[src/logic/pewi_pkg.sv]
package pewi_pkg;
   // ----------------------------------------
   // register map, byte addresses
   // ----------------------------------------
   localparam logic [7:0] OFS_ENABLE   = 8'h00;
   localparam logic [7:0] OFS_EDGE     = 8'h04;
   localparam logic [7:0] OFS_PENDING  = 8'h08;
   localparam logic [7:0] OFS_CONTROL  = 8'h0c;
   localparam logic [7:0] OFS_MODE     = 8'h10;
   localparam logic [7:0] OFS_IRQ_STAT = 8'h14;
   localparam logic [7:0] OFS_IRQ_CLR  = 8'h18;
   localparam logic [7:0] OFS_IRQ_EN   = 8'h1c;
   // ----------------------------------------
   // fields and reset values
   // ----------------------------------------
   localparam int          PINS          = 8;
   localparam int          CTL_PORT_IE   = 0;
   localparam int          EVT_WAKE      = 0;
   localparam int          EVT_REFUSE    = 1;
   localparam int          EVT_W         = 2;
   localparam logic [7:0]  RST_PINREG    = 8'h00;
   localparam logic [1:0]  RST_EVT       = 2'h0;
   // ----------------------------------------
   // timing: oscillator wait length after halt wake
   // ----------------------------------------
   localparam logic [8:0]  OSC_WAKE_CYC  = 9'h100;
   typedef enum logic [1:0] {
      PEWI_RUN,
      PEWI_HALTED,
      PEWI_IDLED,
      PEWI_OSC_WAIT
   } pewi_mode_e;
endpackage

[src/logic/pewi_top.sv]
// Function
// enabled selected edge exits halt or idle
// eight bit rw wake enable mask
// edge bit one falling, zero rising
// selected edge sets and holds pending
// software clears pending by writing register
// halt request ignored while enabled pending
// reset clears enable, edge, pending registers
// eight edge sources share one request
// request needs port, cpu enables, active pin
// irq disabled wake resumes next instruction
// irq enabled wake runs service routine
// edge change order: disable, edge, clear, enable
// after reset set edges, clear pending first
// halt wake waits 256 cycles before clocks
// detection works while core clock stopped
`timescale 1ns/1ps
module pewi_top (
   input  wire logic        clk,
   input  wire logic        sys_rst,
   input  wire logic        psel,
   input  wire logic        penable,
   input  wire logic        pwrite,
   input  wire logic [7:0]  paddr,
   input  wire logic [31:0] pwdata,
   output logic      [31:0] prdata,
   output logic             pready,
   output logic             pslverr,
   input  wire logic [7:0]  port_pins,
   input  wire logic        cpu_global_irq_enable,
   input  wire logic        halt_req,
   input  wire logic        idle_req,
   output logic             core_clk_en,
   output logic             osc_en,
   output logic             wake_resume,
   output logic             port_irq_req,
   output logic             irq
);
   // ----------------------------------------
   // pin synchroniser and edge detect
   // ----------------------------------------
   // the detector sits on the always-on clock, so a stopped core clock
   // cannot lose an edge; pulses shorter than one clk period can be missed
   logic [7:0] pin_s1_reg;
   logic [7:0] pin_s2_reg;
   logic [7:0] pin_s3_reg;
   always_ff @(posedge clk) begin
      pin_s1_reg <= port_pins;
      pin_s2_reg <= pin_s1_reg;
      pin_s3_reg <= pin_s2_reg;
   end

   logic [7:0] wake_pin_enable_mask_reg;
   logic [7:0] wake_edge_polarity_reg;
   logic [7:0] wake_pending_flags_reg;
   logic [7:0] wake_pending_flags_next;
   logic       port_irq_global_enable_reg;

   wire [7:0] pin_rise = pin_s2_reg & ~pin_s3_reg;
   wire [7:0] pin_fall = ~pin_s2_reg & pin_s3_reg;
   wire [7:0] pin_hit  = (wake_edge_polarity_reg & pin_fall) |
                         (~wake_edge_polarity_reg & pin_rise);
   wire       wake_any = |(wake_pin_enable_mask_reg & wake_pending_flags_reg);

   // ----------------------------------------
   // apb decode
   // ----------------------------------------
   logic             pready_reg;
   logic      [31:0] prdata_reg;
   logic             pslverr_reg;
   logic [pewi_pkg::EVT_W-1:0] evt_stat_reg;
   logic [pewi_pkg::EVT_W-1:0] evt_en_reg;
   pewi_pkg::pewi_mode_e       mode_reg;
   pewi_pkg::pewi_mode_e       mode_next;

   wire acc      = psel & penable;
   wire fire     = acc & pready_reg;
   wire wr_fire  = fire & pwrite;
   wire sel_en   = (paddr == pewi_pkg::OFS_ENABLE);
   wire sel_edg  = (paddr == pewi_pkg::OFS_EDGE);
   wire sel_pnd  = (paddr == pewi_pkg::OFS_PENDING);
   wire sel_ctl  = (paddr == pewi_pkg::OFS_CONTROL);
   wire sel_mode = (paddr == pewi_pkg::OFS_MODE);
   wire sel_ist  = (paddr == pewi_pkg::OFS_IRQ_STAT);
   wire sel_icl  = (paddr == pewi_pkg::OFS_IRQ_CLR);
   wire sel_ien  = (paddr == pewi_pkg::OFS_IRQ_EN);
   wire mapped   = sel_en | sel_edg | sel_pnd | sel_ctl | sel_mode |
                   sel_ist | sel_icl | sel_ien;
   wire [31:0] rd_mux =
      sel_en   ? {24'h00_0000, wake_pin_enable_mask_reg} :
      sel_edg  ? {24'h00_0000, wake_edge_polarity_reg} :
      sel_pnd  ? {24'h00_0000, wake_pending_flags_reg} :
      sel_ctl  ? {31'h0000_0000, port_irq_global_enable_reg} :
      sel_mode ? {30'h0000_0000, mode_reg} :
      sel_ist  ? {30'h0000_0000, evt_stat_reg} :
      sel_ien  ? {30'h0000_0000, evt_en_reg} : 32'h0000_0000;

   // one wait state: pready rises in the second access cycle
   always_ff @(posedge clk) begin
      if (sys_rst) begin
         pready_reg  <= 1'b0;
         prdata_reg  <= 32'h0000_0000;
         pslverr_reg <= 1'b0;
      end else begin
         pready_reg  <= acc & ~pready_reg;
         prdata_reg  <= (acc & ~pready_reg & ~pwrite) ? rd_mux : 32'h0000_0000;
         pslverr_reg <= acc & ~pready_reg & ~mapped;
      end
   end
   assign pready  = pready_reg;
   assign prdata  = prdata_reg;
   assign pslverr = pslverr_reg;

   // ----------------------------------------
   // wake registers
   // ----------------------------------------
   // a hit in the same cycle as a software clear stays set
   always_comb begin
      wake_pending_flags_next = wake_pending_flags_reg;
      if (wr_fire && sel_pnd)
         wake_pending_flags_next = pwdata[7:0];
      wake_pending_flags_next = wake_pending_flags_next | pin_hit;
   end

   always_ff @(posedge clk) begin
      if (sys_rst) begin
         wake_pin_enable_mask_reg   <= pewi_pkg::RST_PINREG;
         wake_edge_polarity_reg     <= pewi_pkg::RST_PINREG;
         wake_pending_flags_reg     <= pewi_pkg::RST_PINREG;
         port_irq_global_enable_reg <= 1'b0;
      end else begin
         if (wr_fire && sel_en)
            wake_pin_enable_mask_reg <= pwdata[7:0];
         if (wr_fire && sel_edg)
            wake_edge_polarity_reg <= pwdata[7:0];
         if (wr_fire && sel_ctl)
            port_irq_global_enable_reg <= pwdata[pewi_pkg::CTL_PORT_IE];
         wake_pending_flags_reg <= wake_pending_flags_next;
      end
   end

   // ----------------------------------------
   // power mode sequencer
   // ----------------------------------------
   logic [8:0] osc_cnt_reg;
   logic [8:0] osc_cnt_next;
   wire halt_refused = (mode_reg == pewi_pkg::PEWI_RUN) & halt_req & wake_any;

   always_comb begin
      mode_next    = mode_reg;
      osc_cnt_next = osc_cnt_reg;
      unique case (mode_reg)
         pewi_pkg::PEWI_RUN: begin
            if (halt_req && !wake_any)
               mode_next = pewi_pkg::PEWI_HALTED;
            else if (idle_req && !halt_req)
               mode_next = pewi_pkg::PEWI_IDLED;
         end
         pewi_pkg::PEWI_HALTED: begin
            if (wake_any) begin
               mode_next    = pewi_pkg::PEWI_OSC_WAIT;
               osc_cnt_next = pewi_pkg::OSC_WAKE_CYC - 9'h001;
            end
         end
         pewi_pkg::PEWI_IDLED: begin
            if (wake_any)
               mode_next = pewi_pkg::PEWI_RUN;
         end
         pewi_pkg::PEWI_OSC_WAIT: begin
            if (osc_cnt_reg == 9'h000)
               mode_next = pewi_pkg::PEWI_RUN;
            else
               osc_cnt_next = osc_cnt_reg - 9'h001;
         end
      endcase
   end

   // the core resumes on its own; with port_irq_req high it vectors first
   wire resume = (mode_reg != pewi_pkg::PEWI_RUN) &
                 (mode_next == pewi_pkg::PEWI_RUN);
   logic core_clk_en_reg;
   logic osc_en_reg;
   logic wake_resume_reg;
   logic port_irq_req_reg;
   logic irq_reg;

   always_ff @(posedge clk) begin
      if (sys_rst) begin
         mode_reg         <= pewi_pkg::PEWI_RUN;
         osc_cnt_reg      <= 9'h000;
         core_clk_en_reg  <= 1'b1;
         osc_en_reg       <= 1'b1;
         wake_resume_reg  <= 1'b0;
         port_irq_req_reg <= 1'b0;
      end else begin
         mode_reg         <= mode_next;
         osc_cnt_reg      <= osc_cnt_next;
         core_clk_en_reg  <= (mode_next == pewi_pkg::PEWI_RUN);
         osc_en_reg       <= (mode_next != pewi_pkg::PEWI_HALTED);
         wake_resume_reg  <= resume;
         port_irq_req_reg <= port_irq_global_enable_reg &
                             cpu_global_irq_enable & wake_any;
      end
   end
   assign core_clk_en  = core_clk_en_reg;
   assign osc_en       = osc_en_reg;
   assign wake_resume  = wake_resume_reg;
   assign port_irq_req = port_irq_req_reg;

   // ----------------------------------------
   // event status and interrupt
   // ----------------------------------------
   wire [pewi_pkg::EVT_W-1:0] evt_set = {halt_refused, resume};
   wire [pewi_pkg::EVT_W-1:0] evt_clr =
      (wr_fire && sel_icl) ? pwdata[pewi_pkg::EVT_W-1:0] : 2'h0;
   always_ff @(posedge clk) begin
      if (sys_rst) begin
         evt_stat_reg <= pewi_pkg::RST_EVT;
         evt_en_reg   <= pewi_pkg::RST_EVT;
         irq_reg      <= 1'b0;
      end else begin
         evt_stat_reg <= (evt_stat_reg & ~evt_clr) | evt_set;
         if (wr_fire && sel_ien)
            evt_en_reg <= pwdata[pewi_pkg::EVT_W-1:0];
         irq_reg <= |(((evt_stat_reg & ~evt_clr) | evt_set) &
                    ((wr_fire && sel_ien) ? pwdata[pewi_pkg::EVT_W-1:0] : evt_en_reg));
      end
   end
   assign irq = irq_reg;

   // ----------------------------------------
   // checks
   // ----------------------------------------
   a_pend_sets: assert property (@(posedge clk) disable iff (sys_rst)
      (pin_hit != 8'h00) |=> ((wake_pending_flags_reg & $past(pin_hit)) == $past(pin_hit)))
      else $error("pending bit not set by edge");
   a_pend_holds: assert property (@(posedge clk) disable iff (sys_rst)
      !(wr_fire && sel_pnd) |=> ((wake_pending_flags_reg & $past(wake_pending_flags_reg))
                                 == $past(wake_pending_flags_reg)))
      else $error("pending bit lost without write");
   a_halt_block: assert property (@(posedge clk) disable iff (sys_rst)
      (mode_reg == pewi_pkg::PEWI_RUN && halt_req && wake_any)
      |=> mode_reg != pewi_pkg::PEWI_HALTED)
      else $error("halt entered while wake pending");
   a_halt_wake: assert property (@(posedge clk) disable iff (sys_rst)
      (mode_reg == pewi_pkg::PEWI_HALTED && wake_any)
      |=> mode_reg == pewi_pkg::PEWI_OSC_WAIT ##0 !core_clk_en ##0 osc_en)
      else $error("halt not left on wake");
   a_osc_wait: assert property (@(posedge clk) disable iff (sys_rst)
      $rose(mode_reg == pewi_pkg::PEWI_OSC_WAIT) |-> ##255
      (mode_reg == pewi_pkg::PEWI_OSC_WAIT && osc_cnt_reg == 9'h000) ##1
      (mode_reg == pewi_pkg::PEWI_RUN && core_clk_en))
      else $error("oscillator wait not 256 cycles");
   a_idle_wake: assert property (@(posedge clk) disable iff (sys_rst)
      (mode_reg == pewi_pkg::PEWI_IDLED && wake_any) |=> wake_resume && core_clk_en)
      else $error("idle not left on wake");
   a_port_irq: assert property (@(posedge clk) disable iff (sys_rst)
      port_irq_req == $past(port_irq_global_enable_reg && cpu_global_irq_enable && wake_any))
      else $error("port request mismatch");
   a_reset_clr: assert property (@(posedge clk)
      sys_rst |=> (wake_pin_enable_mask_reg == 8'h00 &&
                          wake_edge_polarity_reg == 8'h00 &&
                          wake_pending_flags_reg == 8'h00))
      else $error("wake registers not cleared by reset");
   a_mask_write: assert property (@(posedge clk) disable iff (sys_rst)
      (wr_fire && sel_en) |=> wake_pin_enable_mask_reg == $past(pwdata[7:0]))
      else $error("enable mask write lost");
   // register effects land at the accepting edge and are sampled one edge later, hence the next-cycle form
   a_edge_write: assert property (@(posedge clk) disable iff (sys_rst)
      (wr_fire && sel_edg) |=> wake_edge_polarity_reg == $past(pwdata[7:0]))
      else $error("edge polarity write lost");
   a_pend_write: assert property (@(posedge clk) disable iff (sys_rst)
      (wr_fire && sel_pnd) |=>
      wake_pending_flags_reg == ($past(pwdata[7:0]) | $past(pin_hit)))
      else $error("pending write or same-cycle edge lost");
   a_pend_quiet: assert property (@(posedge clk) disable iff (sys_rst)
      (!(wr_fire && sel_pnd) && pin_hit == 8'h00) |=> $stable(wake_pending_flags_reg))
      else $error("pending changed without edge or write");
   a_halt_enter: assert property (@(posedge clk) disable iff (sys_rst)
      (mode_reg == pewi_pkg::PEWI_RUN && halt_req && !wake_any)
      |=> mode_reg == pewi_pkg::PEWI_HALTED && !core_clk_en && !osc_en)
      else $error("halt not entered");
   a_idle_enter: assert property (@(posedge clk) disable iff (sys_rst)
      (mode_reg == pewi_pkg::PEWI_RUN && idle_req && !halt_req)
      |=> mode_reg == pewi_pkg::PEWI_IDLED && !core_clk_en && osc_en)
      else $error("idle not entered");
   a_idle_stay: assert property (@(posedge clk) disable iff (sys_rst)
      (mode_reg == pewi_pkg::PEWI_IDLED && !wake_any) |=> mode_reg == pewi_pkg::PEWI_IDLED)
      else $error("idle left without wake");
   a_refuse_evt: assert property (@(posedge clk) disable iff (sys_rst)
      halt_refused |=> evt_stat_reg[pewi_pkg::EVT_REFUSE])
      else $error("refused halt not flagged");
   a_wake_evt: assert property (@(posedge clk) disable iff (sys_rst)
      wake_resume |-> evt_stat_reg[pewi_pkg::EVT_WAKE])
      else $error("wake resume not flagged");
   a_halt_clocks: assert property (@(posedge clk) disable iff (sys_rst)
      mode_reg == pewi_pkg::PEWI_HALTED |-> !core_clk_en && !osc_en)
      else $error("clocks running while halted");
   a_ctl_write: assert property (@(posedge clk) disable iff (sys_rst)
      (wr_fire && sel_ctl) |=>
      port_irq_global_enable_reg == $past(pwdata[pewi_pkg::CTL_PORT_IE]))
      else $error("port enable write lost");
endmodule

[config.mk]
export PLATFORM = sky130hd
export DESIGN_NAME = pewi_top
export DESIGN_NICKNAME = d
export VERILOG_FILES = /design/src/logic/pewi_pkg.sv /design/src/logic/pewi_top.sv
export SDC_FILE = /design/constraint.sdc
export NUM_CORES = 1
export LEC_CHECK = 0
export ABC_AREA = 1
export BUFFER_PORTS_ARGS = -buffer_cell sky130_fd_sc_hd__buf_2
export CAP_MARGIN = 20
export CORE_ASPECT_RATIO = 1.75
export CORE_UTILIZATION = 50
export CTS_BUF_LIST = sky130_fd_sc_hd__clkbuf_4 sky130_fd_sc_hd__clkbuf_8
export DETAILED_ROUTE_END_ITERATION = 12
export PLACE_DENSITY_LB_ADDON = 0.25
export SETUP_SLACK_MARGIN = 0.02
export SYNTH_ARGS = -nofsm -noshare
export SYNTH_HDL_FRONTEND = slang
export SYNTH_SLANG_ARGS = --single-unit
[constraint.sdc]
create_clock -name clk -period 2 [get_ports clk]
set_clock_uncertainty 0.05 [all_clocks]
set_input_delay 0.4 -clock clk [delete_from_list [all_inputs] [get_ports clk]]
set_output_delay 0.4 -clock clk [all_outputs]
set_load 0.01 [all_outputs]
Word-level counts from Yosys, hierarchy flattened --
Index checks and enable logic that the tools add are counted.
Operators by class: add/sub/neg operators 1, eq/ne operators 13, mux-type cells 19, bitwise gates (word level) 36, reduce and logical (&&, ||, !) cells 21
Operators by type and width (number):
- 8-bit AND | 5
- 8-bit by 5-bit == test with 1-bit output, second input constant | 4
- 8-bit two-way mux | 4
- 8-bit NOT | 3
- 2-bit two-way mux | 11
- 9-bit two-way mux | 2
- 9-bit case mux with 2 select lines | 1
- 8-bit by 4-bit == test with 1-bit output, second input constant | 2
- 8-bit bitwise OR | 2
- 8-bit OR reduction | 2
- 1-bit AND | 11
- 9-bit zero test | 1
- 9-bit by 1-bit subtractor with 9-bit output, second input constant | 1
- 8-bit by 3-bit == test with 1-bit output, second input constant | 1
- 1-bit logical AND | 8
- 8-bit zero test | 1
- 2-bit case mux with 4 select lines | 1
- 1-bit bitwise OR | 7
- 2-bit AND | 2
- 2-bit == test, second input constant | 2
- 2-bit zero test | 2
- 2-bit != test, second input constant | 2
- 1-bit NOT | 4
- 2-bit nonzero test | 2
- other kinds (7) | 9
Word-level totals: flip-flop bits (word level) 103, input port bits 56, output and inout bits 39, logic and storage cells 110

Longest topological paths before layout --
Gate-level depths: netlist of the first run.
depth in word-level cells 11, depth in mapped cells 11, depth with buffers taken out 11

Worst setup path after synthesis of the first run --
OpenSTA, ideal clock, no wires.
path kind reg2reg, from register osc_cnt_reg[0], to register osc_cnt_reg[0], setup time 116 ps, arrival time 1240 ps, required time 1834 ps, slack 594 ps, stages on the path, launching flop included 12, path buffers 0, period minus slack after synthesis 1406 ps, path through dfxtp_1 -> inv_1 -> ha_1 -> inv_1 -> nor2_1 -> nand4_1 -> nand2_2 -> nand2_4 -> inv_2 -> nand2_1 -> o211ai_1 -> inv_1
On the way: word-level cells in the longest chain between the ends 3, elaborated cells between the ends (all ways) 6, those cells by class 1 x add/sub; 1 x eq/ne; 2 x mux; 2 x reduce/logical
Ends and longest elaborated chain:
- start: declaration | line pewi_top.sv:145 | logic [8:0] osc_cnt_reg;
- start signal: assignment | line pewi_top.sv:197 | osc_cnt_reg <= osc_cnt_next;
- 9-bit by 1-bit subtractor with 9-bit output or 9-bit zero test (tied branches) | line pewi_top.sv:173, pewi_top.sv:170
- 9-bit two-way mux or 2-bit != test (tied branches)
- 9-bit case mux with 2 select lines or 3-bit AND reduction (tied branches)
Several ways; a longest one is shown, not always the timed one. The select of a mux whose other input is x is not followed. A chain may end at the register's enable or synchronous reset.

Final worst setup path of the first run --
from register osc_cnt_reg[0], to register osc_cnt_reg[8]
Same word-level chain as after synthesis.

==> results of run 1 <==
[routing by layer]
layer	vias up	routed length, microns	part of all wire, %	global-route usage, %
met5	-	0	0	0
met4	0	160	2.3	12.6
met3	12	250	3.5	4.13
met2	65	3840	54	38.5
met1	1295	2840	40	21.0
li1	1531	-	-	-
[path summary, 6_finish.rpt]
check,start,depth (start not counted),to,slack (ps)
setup / recovery,osc_cnt_reg[0],10,osc_cnt_reg[8],340
hold / removal,port_pins[6],1,pin_s1_reg[6],80
setup reg to reg,osc_cnt_reg[0],10,osc_cnt_reg[8],340
hold reg to reg,pin_s1_reg[2],0,pin_s2_reg[2],280
[cell type report]
class	count	share of cell area, %
repair buffers	50	6.62
multi-input cells	330	41.5
flip-flops and latches	79	40.2
well taps	84	2.67
clock inverters	5	0.828
clock buffers	11	3.69
inverters	47	4.49
[placed cells by master (no fill, tap or decap), types with 8 or more instances in the layout]
master	instances
nand2_1	104
dfxtp_1	79
nor2_1	63
buf_2	46
inv_1	37
a21oi_1	37
o21ai_0	25
conb_1	24
nand3_1	19
inv_2	10
clkbuf_8	10
o21ai_1	9
nand2_2	8
[cells by family after synthesis]
family	count (synthesis)
flops	79
other cells	1
compound gates	82
buf+inv	79
fa+ha+maj	2
xor+xnor	5
simple gates	217
[power groups by stage]
stage	Combinational, mW	Clock, mW	Sequential (mW)
3_5_place_dp	0.220	0	1.69
3_3_place_gp	0.217	0	1.69
5_1_grt	0.248	1.18	1.66
2_1_floorplan	0.179	0	1.69
4_1_cts	0.221	1.11	1.65
6_report	0.221	1.08	1.65
[metrics by stage]
step                      cells  util (%)  cell area, sq um
after floorplan             488         -              3610
after global placement      590      54.7              3750
after detailed placement    590      54.7              3750
after CTS                   606      57.3              3930
after global routing        606      57.3              3930
final                       606      57.3              3930
[critical path: stages (launching register included)]
cell and delay (ps):
dfxtp_1 300, inv_1 160, ha_1 180, inv_1 40, nor2_1 90, nand4_1 130, nand2_2 160, nand2_4 100
inv_2 150, nand2_1 70, a21oi_1 160
==> results.cfg, run 1 <==
[run_status]
status = finished clean

[clocking]
root_buffer = clkbuf_8
cts_tree = built
clk_pin_slew_ps = 80
clock-sinks = 79
numCtsBuffers = 9
hold_buffers = 0
cts_resized = 0
h-tree-depth = 3
post_cts_buffers = 0
clock_latency_ps = 360
clock_path_buffers = 2

[place]
dp_hpwl_microns = 5230
io_buffers = 46
place_congestion = 0.820
pre_cts_ws_ps = 239

[cells_and_area]
n_antenna_cell = 0
drive_gt1_share_pct = 20.3
largest_reg_flops = 9
fin_nets = 575
regArea_sq_um = 1580
multi_input_area_sq_um = 1630
area_growth_pct = 11.4
fill_cells = 642

[power_and_ir_drop]
pwr-share-clk_pct = 36.5
swShare_pct = 25.5
p_int_mw = 2.20
fin_total_pwr_mw = 2.95
ir_drop_v = 0.000475
p_per_area_nw_per_um2 = 751
p_switching_uw = 752
pwr-share-seq_pct = 56.0
comb_power_share_pct = 7.5
p_leak_nw = 1.99

[timing]
rsz0062_at_grt = false
setup_slack_ps = 341
whs_ps = 83.6
finalSetupTns_ps = 0
finalHoldViolCount = 0
worst_pin_slew_ps = 546
layout_min_cycle_time_ps = 1660
fmax_ghz = 0.603
min_period_over_period_pct = 82.9
setup_viol = 0
slew_violations = 0
relSlewSlack_pct = 63.4

[synthesis]
synthSimpleGateAreaFrac_pct = 28.9
ys_warn_count = 0
synth_area_leader_cell = dfxtp_1
synthDistinctLibCells = 34
netlist_area_sq_um = 3530
synth-compound-area-share_pct = 12.7
syn_area_per_cell_sq_um = 7.59
synth_top_family_by_area = simple AND/OR/NAND/NOR gates
ys.flop_type = dfxtp_1
post-synth-top-count-cell = nand2_1
muxShareOfSynthArea_pct = 0
synthXorXnorAreaFrac_pct = 1.24
async_reset_ff_share_pct = 0
synth_cells = 465
synth_seq_cells = 79
synth-edff-count = 0
synth_common_cells = nand2_1, dfxtp_1, nor2_1
netlist.area_leader.share_pct = 44.8
synthTopCellsByArea = dfxtp_1, nand2_1, nor2_1
yosysSeqAreaShare_pct = 44.8
synthAdderAreaFrac_pct = 0.709

[critical_path]
worstPathArrival_ps = 1900
cp.required_ps = 2240
start_kind = register
worstPathMaxFanout = 9
end_kind = register
criticalPathCategory = register to register

[global_route]
groute.usage.overall_pct = 21.0
first_global_vias = 2619
grt_pass1_wl_microns = 11500
grt_max_degree = 29
antenna_found_initial = 0
grt_overflow = 0

[drt]
antenna_left = 0
drt-initial-drc-count = 143
post-route-drc-count = 0
via_count = 2903
drt-total-wl_microns = 7090
first_pass_iters = 4
routedWlPerCell_microns = 11.7
viasPerCell = 4.79

[job]
cap_violations = 0

[min_path]
hold_class = input pin to register

[floorplan]
row_count = 40
die_w_microns = 65.5
chipHeight_microns = 113
start_util_pct = 51.5
io_pins = 95
dieArea_sq_um = 7410
core_sq_um = 6860
(Power assumes the default switching activity.)
==> inputs of run 2 (changes only) <==
- clock period: 2 -> 1.6 ns (I/O delays scaled with it)
==> run 2 against run 1 <==
  * Die area unchanged
  * Sequential power up 25%
  * Flip-flop and latch count unchanged
  * Power is 33% higher
  * Sequential share of layout area down 2.3 points
  * Combinational power is 33% higher
  * Design area is 6.2% higher
  * Via count grew 3.8%
  * Global-route usage fell by 0.10 points
  * Worst hold slack got worse by 66 ps
  * Routed wire length increased by 3.6%
  * Maximum frequency increased by 7.8%
==> results.cfg, run 2 (same netlist as run 1, synthesis figures left out) <==
[floorplan]
dieArea_sq_um = 7410
row_count = 40
start_util_pct = 51.5
io_pins = 95
die_w_microns = 65.5
chipHeight_microns = 113
core_sq_um = 6860

[clocking]
numCtsBuffers = 9
cts_tree = built
clock-sinks = 79
clock_path_buffers = 2
clk_pin_slew_ps = 80
clock_latency_ps = 350
h-tree-depth = 3
root_buffer = clkbuf_8

[critical_path]
cp.required_ps = 1790
worstPathArrival_ps = 1730
start_kind = register
rr_worst_depth = 11
rr_endpoint = osc_cnt_reg[0]
criticalPathCategory = register to register
end_kind = register
r2r-start = osc_cnt_reg[1]
regToRegSetupSlack_ps = 60
worstPathMaxFanout = 8

[power_and_ir_drop]
ir_drop_v = 0.000565
p_leak_nw = 2.10
p_per_area_nw_per_um2 = 938

[cells_and_area]
fin_nets = 594
final_cells = 625
fill_cells = 652
final_cell_mix = nand2_1, dfxtp_1, nor2_1
largest_reg_flops = 9
area_growth_pct = 18.3
final_common_cell = nand2_1
regArea_sq_um = 1580
n_antenna_cell = 0
drive_gt1_share_pct = 24.6
multi_input_area_sq_um = 1670

[drt]
drt-initial-drc-count = 97
antenna_left = 0
via_count = 3012
viasPerCell = 4.82
first_pass_iters = 4
drt-total-wl_microns = 7350
post-route-drc-count = 0
routedWlPerCell_microns = 11.8

[min_path]
hp-start = port_pins[0]
hold_depth = 1
hold_end = pin_s1_reg[0]
hold_class = input pin to register

[global_route]
grtUsageMet2_pct = 37.5
busiest_layer = met2
grt_overflow = 0
met1_usage_pct = 21.3
groute.usage.overall_pct = 20.9
grtUsageMet3_pct = 4.13
grt_pass1_wl_microns = 11700
antenna_found_initial = 0
first_global_vias = 2763
grt_max_degree = 29

[timing]
layout_min_cycle_time_ps = 1540
fmax_ghz = 0.650
rsz0062_at_grt = true
slew_violations = 0
setup_slack_ps = 61.2
finalSetupTns_ps = 0
finalHoldViolCount = 0
setup_viol = 0
whs_ps = 17.3
min_period_over_period_pct = 96.2

[place]
io_buffers = 46
placed_cells = 598
dp_hpwl_microns = 5370
pre_cts_ws_ps = 48.3
place_congestion = 0.854

[job]
cap_violations = 0

[run_status]
status = finished clean
-- run 2: cell count changes in the layout (fill, tap and decap cells not counted), sizes merged --
cell         delta
buf            +13
dlygate4sd3     +5
clkinv          -4
clkinvlp        +3
bufinv          +1
clkbuf          +1
inv             -1
nand2           +1
-- run 2: worst max path at each step --
stage	slack, ps	from	end	depth (start not counted)
floorplan	190	osc_cnt_reg[0]	osc_cnt_reg[0]	11
global placement	50	paddr[5]	prdata[1]	11
detailed placement	50	paddr[5]	wake_pin_enable_mask_reg[0]	9
CTS	50	wake_pending_flags_reg[7]	osc_cnt_reg[0]	10
global route	-70	osc_cnt_reg[1]	irq	11
finish	60	osc_cnt_reg[1]	osc_cnt_reg[0]	11
-- run 2: what timing repair did --
action / CTS / global route
buffers inserted: 0 / 5
resized for setup: 0 / 19
endpoints found under the hold margin: 4 / 1
hold buffers: 4 / 1
setup endpoints to repair: 0 / 13
-- run 2: final cells by class --
type | count | area share, %
multi-input combinational | 331 | 40.1
sequential | 79 | 37.9
timing repair buffer | 68 | 9.95
inverter | 47 | 4.35
clock buffer | 12 | 3.96
tap | 84 | 2.52
clock inverter | 4 | 1.26
-- run 2: where the power goes --
part           switching, mW  internal (mW)
Sequential            0.0360           2.03
Combinational          0.187          0.107
Clock                  0.708          0.848
Total                  0.932           2.98
-- run 2: worst max-delay path, cell delays in order (launching register included) --
cell and delay (ps):
dfxtp_2 340, inv_2 70, ha_4 130, inv_2 30, nor2_2 80, nand4_1 130, nand2_2 190, nand2_4 110
inv_6 100, nand2_2 40, o211ai_1 80, inv_1 70
-- run 2: routing by layer --
layer  part of all wire [%]  wire length, microns  vias to the layer above
met5                      0                     0                        -
met1                     40                  2920                     1351
met4                    3.6                   264                        0
met3                    2.9                   215                       24
met2                     54                  3950                       71
li1                       -                     -                     1566
-- run 2: per-stage QoR --
step | cell area [sq um] | power, mW | utilization (%)
5_1_grt | 4180 | 4.08 | 60.9
3_5_place_dp | 3810 | 2.39 | 55.6
2_1_floorplan | 3610 | 2.33 | -
4_1_cts | 4070 | 3.95 | 59.4
3_3_place_gp | 3810 | 2.38 | 55.6
6_report | 4180 | 3.92 | 60.9
==> inputs of run 3 (changes only) <==
- CORE_UTILIZATION: 50 -> 54
- PLACE_DENSITY_LB_ADDON: 0.25 -> 0.12
==> run 3 against run 2 <==
  * Combinational power hardly changed
  * Sequential share of layout area shrank 0.40 points
  * Core utilization grew 6.4 points
  * Clock power rose by 13%
  * Count of clock-buffer cells in the layout is 2 lower
  * Die area fell by 7.2%
  * Final cell count down 0.96%
  * Maximum frequency rose by 2.4%
  * Flip-flop and latch count unchanged
  * Routed wire length is 1.9% higher
==> results.cfg, run 3 (same netlist as run 1, synthesis figures left out) <==
[run_status]
status = finished clean

[cells_and_area]
fin_area_sq_um = 4220
final_cells = 619
drive_gt1_share_pct = 25.4
multi_input_area_sq_um = 1700
n_antenna_cell = 0
final_common_cell = nand2_1
fin_util_pct = 67.2
fill_cells = 571
largest_reg_flops = 9
area_growth_pct = 19.6
regArea_sq_um = 1580
final_cell_mix = nand2_1, dfxtp_1, nor2_1
fin_nets = 592

[timing]
min_period_over_period_pct = 94.0
layout_min_cycle_time_ps = 1500
setup_viol = 0
finalHoldViolCount = 0
whs_ps = 11.7
fmax_ghz = 0.665
setup_slack_ps = 96.7
slew_violations = 0
finalSetupTns_ps = 0
rsz0062_at_grt = true

[critical_path]
end_kind = register
cp.required_ps = 1800
worstPathMaxFanout = 6
start_kind = register
criticalPathCategory = register to register
rr_worst_depth = 10
worstPathArrival_ps = 1700

[place]
pre_cts_ws_ps = 25.4
dp_hpwl_microns = 5460
place_congestion = 0.901
placed_cell_area_sq_um = 3830
io_buffers = 46
placed_cells = 595

[global_route]
grt_overflow = 0
antenna_found_initial = 0
groute.usage.overall_pct = 22.7
grt_max_degree = 29
first_global_vias = 2767
grt_pass1_wl_microns = 11800

[drt]
antenna_left = 0
drt-total-wl_microns = 7480
first_pass_iters = 4
post-route-drc-count = 0
via_count = 3026
drt-initial-drc-count = 156
viasPerCell = 4.89
routedWlPerCell_microns = 12.1

[power_and_ir_drop]
p_leak_nw = 2.12
fin_total_pwr_mw = 4.13
ir_drop_v = 0.000664
p_per_area_nw_per_um2 = 978

[clocking]
h-tree-depth = 3
root_buffer = clkbuf_8
clk_pin_slew_ps = 80
clock_latency_ps = 350
cts_tree = built
clock-sinks = 79
numCtsBuffers = 9
clock_path_buffers = 2

[floorplan]
dieArea_sq_um = 6870
chipHeight_microns = 109
start_util_pct = 56.2
core_sq_um = 6280
die_w_microns = 63.1
io_pins = 95
row_count = 38

[min_path]
hold_depth = 1
hold_class = input pin to register

[job]
cap_violations = 0
## run 3: metal layers
layer  vias up  GRT usage, %  part of all wire (%)
li1       1567             -                     -
met1      1376          22.1                    38
met2        72          43.5                    56
met3        11          4.50                   4.1
met4         0          13.0                   1.8
met5         -             0                     0
## run 3: where the power goes
| group | internal, mW | leakage [nW] | switching, mW | total, mW |
|---|---|---|---|---|
| Sequential | 2.03 | 0.649 | 0.0366 | 2.07 |
| Combinational | 0.108 | 1.34 | 0.188 | 0.296 |
| Clock | 1.05 | 0.124 | 0.714 | 1.77 |
| Total | 3.19 | 2.12 | 0.939 | 4.13 |
## run 3: layout make-up
class,instances,area share (%)
clock inverters,6,2.58
flip-flops and latches,79,37.5
inverters,47,4.30
clock buffers,10,3.11
multi-input cells,330,40.3
repair buffers,67,9.87
well taps,80,2.37
## run 3: worst paths after layout
kind / startpoint / endpoint / slack [ps]
setup / recovery: osc_cnt_reg[1] / osc_cnt_reg[8] / 100
hold / removal: port_pins[1] / pin_s1_reg[1] / 10
setup reg to reg: osc_cnt_reg[1] / osc_cnt_reg[8] / 100
hold reg to reg: pin_s1_reg[4] / pin_s2_reg[4] / 280
## run 3: what timing repair did
action | 4_1_cts | 5_1_grt
setup buffers | 0 | 3
endpoints found under the hold margin | 4 | 1
resized for setup | 0 | 24
setup endpoints to repair | 0 | 13
hold buffers | 4 | 1
## run 3: critical path, cell delays in order, from the launching register on
cell	delay, ps
dfxtp_2	340
inv_2	70
ha_4	120
inv_1	40
nor2_2	100
nand4_1	120
nand2_2	180
nand2_4	110
buf_6	150
nand3_2	70
a21oi_2	60
